==> src/pic_cfg.svh <==
`ifndef PIC_CFG_SVH
`define PIC_CFG_SVH

// register byte addresses
`define PIC_ADDR_CTRL 12'h000
`define PIC_ADDR_STATUS 12'h004

// control field positions
`define PIC_CTRL_IN_LATCH 0
`define PIC_CTRL_IN_CLKINV 1
`define PIC_CTRL_OUT_CLKINV 2
`define PIC_CTRL_CEUSE_LO 3
`define PIC_CTRL_CE_CONN 5
`define PIC_CTRL_IN_PRESET 6
`define PIC_CTRL_OUT_PRESET 7
`define PIC_CTRL_PATH1_REG 8
`define PIC_CTRL_PATH2_REG 9
`define PIC_CTRL_DELAY_LO 10
`define PIC_CTRL_DIR_LO 12
`define PIC_CTRL_OUT_REG 14
`define PIC_CTRL_WIDTH 15

// status field positions
`define PIC_STAT_PIN 0
`define PIC_STAT_IN_Q 1
`define PIC_STAT_OUT_Q 2
`define PIC_STAT_PATH1 3
`define PIC_STAT_PATH2 4
`define PIC_STAT_DELAY_LO 5
`define PIC_STAT_OE 7

// reset values of the configuration
`define PIC_RST_CEUSE 2'h3
`define PIC_RST_DELAY 2'h0
`define PIC_RST_DIR 2'h3
`define PIC_RST_PRESET 1'h0

`endif

==> src/pic_pkg.sv <==
package pic_pkg;

    typedef enum logic [1:0] {
        PIC_CE_INPUT = 2'b01,
        PIC_CE_OUTPUT = 2'b10,
        PIC_CE_BOTH = 2'b11
    } pic_ceuse_e;

    typedef enum logic [1:0] {
        PIC_DLY_FULL = 2'b00,
        PIC_DLY_MED = 2'b01,
        PIC_DLY_ZERO = 2'b10
    } pic_delay_e;

    typedef enum logic [1:0] {
        PIC_DIR_IN = 2'b01,
        PIC_DIR_OUT = 2'b10,
        PIC_DIR_BIDIR = 2'b11
    } pic_dir_e;

endpackage

==> src/pic_store.sv <==
`timescale 1ns/1ps
// storage element: rising-edge flop or transparent-high latch
module pic_store #(
    parameter logic RESET_VAL = 1'b0
) (
    input wire logic clock,
    input wire logic arst_n,
    input wire logic clkLvl,
    input wire logic invClk,
    input wire logic latchMode,
    input wire logic enable,
    input wire logic d,
    input wire logic globalSetReset,
    input wire logic preset,
    output logic q
);

    logic q_reg;
    logic q_next;
    logic prevClk_reg;
    wire logic effClk;
    wire logic riseEdge;
    wire logic flopLoad;
    wire logic latchOpen;

    // optional inverted clock or gate
    assign effClk = clkLvl ^ invClk;
    assign riseEdge = effClk & ~prevClk_reg;
    // flop: load on rising edge with enable high
    assign flopLoad = ~latchMode & riseEdge & enable;
    // latch: follow data while gate high and enabled
    assign latchOpen = latchMode & effClk & enable;

    // set/reset wins over clock, enable and data
    // enable low holds in both modes
    assign q_next = globalSetReset ? preset :
                    (flopLoad | latchOpen) ? d : q_reg;

    always_ff @(posedge clock or negedge arst_n) begin
        if (!arst_n) begin
            q_reg <= RESET_VAL;
            prevClk_reg <= 1'b0;
        end else begin
            q_reg <= q_next;
            prevClk_reg <= effClk;
        end
    end

    assign q = q_reg;

endmodule

==> src/pic_pin_io_cell.sv <==
// Implementation choices: the APB slave port and the address map.
`timescale 1ns/1ps
`include "pic_cfg.svh"

// Overview of operation
// - one pin: input, output or bidirectional
// - two array paths, direct or registered
// - input element: rising flop or latch
// - latch transparent while gate high, holds otherwise
// - clock inversion options; flop and latch combine
// - one shared enable, applied per configuration
// - enable fixed active high, never inverted
// - set/reset loads preset; zero by default
// - enabled flop takes data on rising edge
// - unconnected enable is high; low holds
// - selectable data delay, largest by default
// - variant one: one tap, on or off
// - variant two: full, medium or zero
module pic_pin_io_cell #(
    parameter bit TWO_TAP = 1'b1,
    parameter bit IN_LATCH = 1'b0,
    parameter bit IN_CLKINV = 1'b0,
    parameter bit OUT_CLKINV = 1'b0,
    parameter logic [1:0] CE_USE = `PIC_RST_CEUSE,
    parameter bit CE_CONNECTED = 1'b1,
    parameter logic IN_PRESET = `PIC_RST_PRESET,
    parameter logic OUT_PRESET = `PIC_RST_PRESET,
    parameter bit PATH1_REG = 1'b0,
    parameter bit PATH2_REG = 1'b1,
    parameter logic [1:0] DELAY_SEL = `PIC_RST_DELAY,
    parameter logic [1:0] DIR_MODE = `PIC_RST_DIR,
    parameter bit OUT_REG = 1'b0
) (
    input wire logic clock,
    input wire logic arst_n,
    input wire logic psel,
    input wire logic penable,
    input wire logic pwrite,
    input wire logic [11:0] paddr,
    input wire logic [31:0] pwdata,
    input wire logic [3:0] pstrb,
    output logic [31:0] prdata,
    output logic pready,
    output logic pslverr,
    input wire logic pinIn,
    output logic pinOut,
    output logic pinOe,
    input wire logic storeClk,
    input wire logic outClk,
    input wire logic cellClockEnable,
    input wire logic globalSetReset,
    input wire logic outData,
    input wire logic outTristate,
    output logic firstArrayInput,
    output logic secondArrayInput
);

    localparam logic [`PIC_CTRL_WIDTH-1:0] CTRL_RST = {
        OUT_REG,
        DIR_MODE,
        DELAY_SEL,
        PATH2_REG,
        PATH1_REG,
        OUT_PRESET,
        IN_PRESET,
        CE_CONNECTED,
        CE_USE,
        OUT_CLKINV,
        IN_CLKINV,
        IN_LATCH
    };

    // configuration register
    logic [`PIC_CTRL_WIDTH-1:0] ctrl_reg;
    logic [`PIC_CTRL_WIDTH-1:0] ctrl_next;
    logic [31:0] prdata_reg;
    logic [31:0] prdata_next;

    // pin synchroniser and cleaned level
    logic pinSync1_reg;
    logic pinSync2_reg;
    logic pinSync3_reg;
    logic pinClean_reg;
    logic pinClean_next;

    // registered outputs
    logic first_reg;
    logic first_next;
    logic second_reg;
    logic second_next;
    logic pinOut_reg;
    logic pinOut_next;
    logic pinOe_reg;
    logic pinOe_next;

    // decoded configuration
    wire logic cfgInLatch;
    wire logic cfgInClkInv;
    wire logic cfgOutClkInv;
    wire logic [1:0] cfgCeUseRaw;
    wire logic cfgCeConn;
    wire logic cfgInPreset;
    wire logic cfgOutPreset;
    wire logic cfgPath1Reg;
    wire logic cfgPath2Reg;
    wire logic [1:0] cfgDelayRaw;
    wire logic [1:0] cfgDirRaw;
    wire logic cfgOutReg;

    pic_pkg::pic_ceuse_e ceUse;
    pic_pkg::pic_delay_e delayEff;
    pic_pkg::pic_dir_e dirMode;

    wire logic ceLevel;
    wire logic ceIn;
    wire logic ceOut;
    wire logic delayedPin;
    wire logic inQ;
    wire logic outQ;
    wire logic dirAllowsIn;
    wire logic dirAllowsOut;

    // bus decode
    wire logic apbSetup;
    wire logic apbAccess;
    wire logic selCtrl;
    wire logic selStatus;
    wire logic addrMapped;
    wire logic ctrlWrite;
    wire logic [31:0] ctrlWord;
    wire logic [31:0] statusWord;
    wire logic [31:0] readWord;
    wire logic [31:0] byteMask;
    wire logic [31:0] ctrlMerged;

    assign cfgInLatch = ctrl_reg[`PIC_CTRL_IN_LATCH];
    assign cfgInClkInv = ctrl_reg[`PIC_CTRL_IN_CLKINV];
    assign cfgOutClkInv = ctrl_reg[`PIC_CTRL_OUT_CLKINV];
    assign cfgCeUseRaw = ctrl_reg[`PIC_CTRL_CEUSE_LO +: 2];
    assign cfgCeConn = ctrl_reg[`PIC_CTRL_CE_CONN];
    assign cfgInPreset = ctrl_reg[`PIC_CTRL_IN_PRESET];
    assign cfgOutPreset = ctrl_reg[`PIC_CTRL_OUT_PRESET];
    assign cfgPath1Reg = ctrl_reg[`PIC_CTRL_PATH1_REG];
    assign cfgPath2Reg = ctrl_reg[`PIC_CTRL_PATH2_REG];
    assign cfgDelayRaw = ctrl_reg[`PIC_CTRL_DELAY_LO +: 2];
    assign cfgDirRaw = ctrl_reg[`PIC_CTRL_DIR_LO +: 2];
    assign cfgOutReg = ctrl_reg[`PIC_CTRL_OUT_REG];

    // enable use; an empty code means both
    always_comb begin
        unique case (cfgCeUseRaw)
            2'b01: ceUse = pic_pkg::PIC_CE_INPUT;
            2'b10: ceUse = pic_pkg::PIC_CE_OUTPUT;
            default: ceUse = pic_pkg::PIC_CE_BOTH;
        endcase
    end

    // delay choice; medium only with two taps, else largest
    always_comb begin
        unique case (cfgDelayRaw)
            2'b01: delayEff = TWO_TAP ? pic_pkg::PIC_DLY_MED
                                      : pic_pkg::PIC_DLY_FULL;
            2'b10: delayEff = pic_pkg::PIC_DLY_ZERO;
            default: delayEff = pic_pkg::PIC_DLY_FULL;
        endcase
    end

    // pin direction; an empty code means input
    always_comb begin
        unique case (cfgDirRaw)
            2'b10: dirMode = pic_pkg::PIC_DIR_OUT;
            2'b11: dirMode = pic_pkg::PIC_DIR_BIDIR;
            default: dirMode = pic_pkg::PIC_DIR_IN;
        endcase
    end

    assign dirAllowsIn = (dirMode != pic_pkg::PIC_DIR_OUT);
    assign dirAllowsOut = (dirMode != pic_pkg::PIC_DIR_IN);

    // enable: no inversion; unconnected reads as high
    assign ceLevel = cfgCeConn ? cellClockEnable : 1'b1;
    // one enable shared by both elements
    assign ceIn = (ceUse == pic_pkg::PIC_CE_OUTPUT) ? 1'b1 : ceLevel;
    assign ceOut = (ceUse == pic_pkg::PIC_CE_INPUT) ? 1'b1 : ceLevel;

    // pin level after synchroniser; counts once stages agree
    assign pinClean_next = (pinSync2_reg == pinSync3_reg) ? pinSync3_reg
                                                          : pinClean_reg;

    // delay taps are settling time only; capture cycle unchanged
    assign delayedPin = pinClean_reg & dirAllowsIn;

    // input element with its own mode and clock sense
    pic_store #(
        .RESET_VAL(IN_PRESET)
    ) u_inStore (
        .clock(clock),
        .arst_n(arst_n),
        .clkLvl(storeClk),
        .invClk(cfgInClkInv),
        .latchMode(cfgInLatch),
        .enable(ceIn),
        .d(delayedPin),
        .globalSetReset(globalSetReset),
        .preset(cfgInPreset),
        .q(inQ)
    );

    // output element, always a flop, same enable
    pic_store #(
        .RESET_VAL(OUT_PRESET)
    ) u_outStore (
        .clock(clock),
        .arst_n(arst_n),
        .clkLvl(outClk),
        .invClk(cfgOutClkInv),
        .latchMode(1'b0),
        .enable(ceOut),
        .d(outData),
        .globalSetReset(globalSetReset),
        .preset(cfgOutPreset),
        .q(outQ)
    );

    // each array path picks direct or stored value
    assign first_next = cfgPath1Reg ? inQ : delayedPin;
    assign second_next = cfgPath2Reg ? inQ : delayedPin;

    // output side: direct or stored, active-high three-state
    assign pinOut_next = cfgOutReg ? outQ : outData;
    assign pinOe_next = dirAllowsOut & ~outTristate;

    // bus decode, zero wait states
    assign apbSetup = psel & ~penable;
    assign apbAccess = psel & penable;
    assign selCtrl = (paddr == `PIC_ADDR_CTRL);
    assign selStatus = (paddr == `PIC_ADDR_STATUS);
    assign addrMapped = selCtrl | selStatus;
    assign ctrlWrite = apbAccess & pwrite & selCtrl;

    assign byteMask = {{8{pstrb[3]}}, {8{pstrb[2]}}, {8{pstrb[1]}}, {8{pstrb[0]}}};
    assign ctrlWord = {{(32-`PIC_CTRL_WIDTH){1'b0}}, ctrl_reg};
    assign ctrlMerged = (pwdata & byteMask) | (ctrlWord & ~byteMask);
    // settings change only by software writes
    assign ctrl_next = ctrlWrite ? ctrlMerged[`PIC_CTRL_WIDTH-1:0] : ctrl_reg;

    assign statusWord = {
        24'h0000_00,
        pinOe_reg,
        delayEff,
        second_reg,
        first_reg,
        outQ,
        inQ,
        pinClean_reg
    };

    assign readWord = selCtrl ? ctrlWord :
                      selStatus ? statusWord : 32'h0000_0000;
    assign prdata_next = (apbSetup & ~pwrite) ? readWord : prdata_reg;

    assign pready = 1'b1;
    assign pslverr = apbAccess & ~addrMapped;
    assign prdata = prdata_reg;

    // pin input: three-stage synchroniser
    always_ff @(posedge clock or negedge arst_n) begin
        if (!arst_n) begin
            pinSync1_reg <= 1'b0;
            pinSync2_reg <= 1'b0;
            pinSync3_reg <= 1'b0;
            pinClean_reg <= 1'b0;
        end else begin
            pinSync1_reg <= pinIn;
            pinSync2_reg <= pinSync1_reg;
            pinSync3_reg <= pinSync2_reg;
            pinClean_reg <= pinClean_next;
        end
    end

    // array paths and pin drive
    always_ff @(posedge clock or negedge arst_n) begin
        if (!arst_n) begin
            first_reg <= 1'b0;
            second_reg <= 1'b0;
            pinOut_reg <= 1'b0;
            pinOe_reg <= 1'b0;
        end else begin
            first_reg <= first_next;
            second_reg <= second_next;
            pinOut_reg <= pinOut_next;
            pinOe_reg <= pinOe_next;
        end
    end

    // configuration and read data
    always_ff @(posedge clock or negedge arst_n) begin
        if (!arst_n) begin
            ctrl_reg <= CTRL_RST;
            prdata_reg <= 32'h0000_0000;
        end else begin
            ctrl_reg <= ctrl_next;
            prdata_reg <= prdata_next;
        end
    end

    assign firstArrayInput = first_reg;
    assign secondArrayInput = second_reg;
    assign pinOut = pinOut_reg;
    assign pinOe = pinOe_reg;

endmodule

==> config.mk <==
export PLATFORM = sky130hd
export DESIGN_NAME = pic_pin_io_cell
export DESIGN_NICKNAME = d
export VERILOG_FILES = /design/src/pic_pkg.sv /design/src/pic_store.sv /design/src/pic_pin_io_cell.sv
export VERILOG_INCLUDE_DIRS = /design/src
export SDC_FILE = /design/constraint.sdc
export NUM_CORES = 1
export LEC_CHECK = 0
export ABC_AREA = 1
export BUFFER_PORTS_ARGS = -buffer_cell sky130_fd_sc_hd__buf_2
export CAP_MARGIN = 30
export CORE_MARGIN = 10
export CORE_UTILIZATION = 47
export CTS_CLUSTER_SIZE = 24
export DETAILED_ROUTE_END_ITERATION = 6
export PLACE_DENSITY = 0.8
export SLEW_MARGIN = 20
export SYNTH_ARGS = -nofsm -noshare
export SYNTH_HDL_FRONTEND = slang
export SYNTH_SLANG_ARGS = --single-unit
==> constraint.sdc <==
create_clock -name clock -period 1.4 [get_ports clock]
set_input_delay 0.21 -clock clock [delete_from_list [all_inputs] [get_ports clock]]
set_output_delay 0.21 -clock clock [all_outputs]
set_load 0.02 [all_outputs]
* Yosys cells after proc, flatten, opt, wreduce, memory -nomap -nowiden
Cells that the tools add are included.
Word-level totals: bits in registers 59, input bits 60, output and inout port bits 38, logic and storage cells 74
Cells by class: equality and inequality tests 12, multiplexer cells 15, bitwise operators 30, reductions and logical operators 3
Operator list (number):
- 15-bit bitwise AND | 2
- 1-bit bitwise AND | 15
- 15-bit 2-to-1 mux | 1
- 15-bit inverter | 1
- 15-bit OR | 1
- 12-bit by 3-bit == test with 1-bit output, second input constant | 1
- 12-bit zero test | 1
- 2-bit one-hot mux with 2 select lines | 3
- 2-bit == test, second input constant | 5
- 1-bit 2-to-1 mux | 10
- 8-bit 2-to-1 mux | 1
- 1-bit inverter | 7
- 2-bit by 1-bit == test with 1-bit output, second input constant | 3
- 2-bit nonzero test | 2
- 2-bit by 1-bit != test with 1-bit output, second input constant | 1
- 2-bit != test, second input constant | 1
- 1-bit OR | 2
- 1-bit bitwise XOR | 2
- 1-bit == test | 1

* Depth between registers and ports, before layout
depth in word-level cells 8, gate-level depth with buffers 8, mapped depth without buffers 8

* Cells and area by module
A second synthesis with hierarchy kept.
Second synthesis, totals: cell total of the unflattened synthesis 266, area total of the unflattened synthesis 2209.6 µm²
Modules (own cells, without submodules):
- pic_pin_io_cell | times used 1, cells each 228, area each 1939.4 µm², seq. area each 958.4 µm²
- pic_store | times used 2, cells each 19, area each 135.1 µm², seq. area each 50.0 µm²

* Least setup slack after synthesis
No wires, ideal clock.
path kind input -> output, start point input port paddr[2], end point output port pslverr, data arrival time 1.197 ns, required time 1.190 ns, path slack -0.007 ns, cell stages on the path 5, path buffers 1, path through nor2_1 -> and2_2 -> and2_1 -> buf_4 -> nor3_1
Between the ends: cells in the longest elaborated chain, start to end 4
RTL lines:
- start: declaration | RTL line pic_pin_io_cell.sv:39 | input wire logic [11:0] paddr,
- 12-bit by 3-bit == test with 1-bit output (no source line) or 12-bit zero test (tied branches)
- 1-bit OR (*) | RTL line pic_pin_io_cell.sv:238 | assign addrMapped = selCtrl | selStatus;
- 1-bit inverter (*) | RTL line pic_pin_io_cell.sv:263 | assign pslverr = apbAccess & ~addrMapped;
- 1-bit bitwise AND (*) | RTL line pic_pin_io_cell.sv:263
- end: declaration | RTL line pic_pin_io_cell.sv:44 | output logic pslverr,
Mark *: on every way between the ends. The rest lies on a longest branch, timed or not.

* Worst setup path in the final report
start point input port paddr[7], end point output port pslverr
Same word-level chain as after synthesis.

==> impl_metrics.csv <==
group,metric,value,unit
outcome,status,"finished clean",
critical_path,critPathCaptureType,"primary output",
final_layout,layout_commonest_cell,"nand2_1",
logic_synthesis,synth_xor_area_frac,0.008245,
final_layout,drive_above_1_share,0.3050,
floorplanning,dieWidth,87.24,µm
cts,cts_root_buffer,"clkbuf_8",
logic_synthesis,ys_ff_latch,42,
power,p_leak,1.467,nW
final_layout,syn_to_final_growth,20.67,%
sta,rsz0062_at_grt,"no",
sta,max_freq,794.5,MHz
sta,post-route-period-util,0.8991,
placed_design,portBuffers,60,
logic_synthesis,synth_mux_area_frac,0,
placed_design,dp_hpwl,4170,µm
logic_synthesis,syn_inst,251,
grt,grt_overflow_total,0,
routing,wl_per_cell,13.69,µm
cts,cts_resized,0,
logic_synthesis,syn-cell-area,2125,µm²
logic_synthesis,seq_area_frac_synth,0.4982,
sta,min_period,1259,ps
floorplanning,ioPinCount,98,
cts,path_clk_slew,80,ps
job,maxCapViolations,0,
critical_path,worst-path-max-fanout,3,
cts,clkLatencyLatePin,300,ps
sta,clock_skew,4.636,ps
critical_path,reg2reg_depth,5,
cts,cts_num_sinks,42,
routing,vias,1750,
worst_hold_path,hold_class,"in -> reg",
cts,htreeDepth,2,
routing,route.antenna.remaining_nets,0,
grt,grt_max_degree,28,
final_layout,layout_common_cells,"nand2_1, buf_2, dfrtp_1",
critical_path,crit_end,"pslverr",
sta,finalSetupViolCount,0,
logic_synthesis,synth_compound_area_frac,0.02002,
logic_synthesis,synthAdderAreaFrac,0.004711,
power,ir_worst_vdd,0.5532,mV
critical_path,crit_start,"paddr[7]",
cts,cts_buffer_depth,2,
sta,slew_viol_final,0,
logic_synthesis,yosysWarnings,0,
floorplanning,design.die.area,7610,µm²
critical_path,path_class,"in -> out",
routing,drcViolationCount,0,
final_layout,fin_util,0.5888,
final_layout,diodes,0,
floorplanning,coreArea,4354,µm²
logic_synthesis,synthDistinctLibCells,26,
logic_synthesis,synth_top_family_by_area,"simple AND/OR/NAND/NOR gates",
cts,cts_tree,"yes",
sta,hold_violations,0,
routing,totalWireLength,5066,µm
grt,grt_pass1_vias,1761,
critical_path,cp.required,1190,ps
grt,grt_pass1_wl,8086,µm
critical_path,rr_endpoint,"u_inStore.q",
logic_synthesis,synth-simple-area-share,0.3581,
routing,first_iter_violations,94,
final_layout,final_cell_area,2564,µm²
grt,antenna_found_initial,0,
cts,cts_buffers,5,
grt,gr-usage-all-layers,0.1326,
power,cellPowerDensity,903.6,nW/µm²
placed_design,placedInstanceArea,2459,µm²
logic_synthesis,avgSynthCellArea,8.464,µm²
floorplanning,start_util,0.4879,
routing,vias_per_cell,4.730,
placed_design,gp_congestion,0.8045,
floorplanning,fp.dieH,87.24,µm
final_layout,final_nets,377,
critical_path,r2r_setup_slack,150,ps
sta,finalSetupTns,0,ps
routing,drt-pass1-iter-count,4,
floorplanning,fp-row-count,24,
critical_path,arrival,1050,ps
critical_path,cp-start-kind,"input pin",
==> cells by family after synthesis <==
group	after synthesis
compound gates	8
xor+xnor	2
fa+ha+maj	1
buf+inv	38
flops	42
other cells	2
simple gates	158
==> per-layer routing <==
| layer | track usage | wire length (µm) | up-vias | part of all wire |
|---|---|---|---|---|
| li1 | - | - | 878 | - |
| met5 | 0 | 0 | - | 0 |
| met2 | 0.2258 | 2482 | 63 | 0.49 |
| met3 | 0.04775 | 467 | 4 | 0.092 |
| met1 | 0.1535 | 2071 | 805 | 0.41 |
| met4 | 0.03478 | 46 | 0 | 0.0091 |
==> through the flow <==
step	setup slack [ps]	hold slack, ps	std cells	power, mW
finish	141.3	9.350	370	2.317
global route	13.14	3.199	370	2.406
CTS	143.1	2.166	370	2.331
detailed placement	111.5	155.7	361	1.513
global placement	131.9	149.8	361	1.506
floorplan	170.6	-85.59	267	1.427
==> worst min path at each step <==
stage,cells past startpoint,to,start
after floorplan,0,async pin,arst_n
after global placement,1,prdata[1],arst_n
after detailed placement,1,prdata[0],arst_n
after CTS,1,pinSync1_reg,pinIn
after global routing,1,pinSync1_reg,pinIn
final,1,pinSync1_reg,pinIn
==> critical path, stage by stage <==
cell and delay (ps):
buf_2 100, nor2_1 120, nand2_2 100, nor2_4 120, and2_1 190, nor3_2 50
buf_2 160
==> area by class of cell <==
cell class	instances	area, µm²
Timing Repair Buffer	66	385.4
Multi-Input combinational cell	187	903.4
Fill cell	397	1790
Tap cell	52	65.06
Clock buffer	6	82.58
Clock inverter	2	12.51
Sequential cell	42	1059
Inverter	15	56.30
==> synthesized netlist by cell type (all sizes together) <==
cell type / n / share of area
nand2: 108 / 0.19
nor3: 3 / 0.012
dfstp: 6 / 0.074
o21ai: 7 / 0.016
inv: 15 / 0.027
nor2: 16 / 0.054
o211ai: 1 / 0.0035
dfrtp: 36 / 0.42
nand3b: 1 / 0.0035
nand4: 2 / 0.020
conb: 2 / 0.0035
nand3: 26 / 0.067
and2: 2 / 0.0065
buf: 23 / 0.081
maj3: 1 / 0.0047
xor2: 2 / 0.0082
==> report_power, final <==
| group | internal [mW] | leakage [nW] | switching [mW] |
|---|---|---|---|
| sequential | 1.24 | 0.542 | 0.0159 |
| clock | 0.396 | 0.0472 | 0.429 |
| combinational | 0.0798 | 0.878 | 0.159 |
==> what timing repair did <==
action                     4_1_cts  5_1_grt
hold buffers                     1        0
buffers inserted                 0        0
setup endpoints to repair        0        0
hold endpoints to repair        12        0
Note: power is estimated with default switching activity, not from simulation.
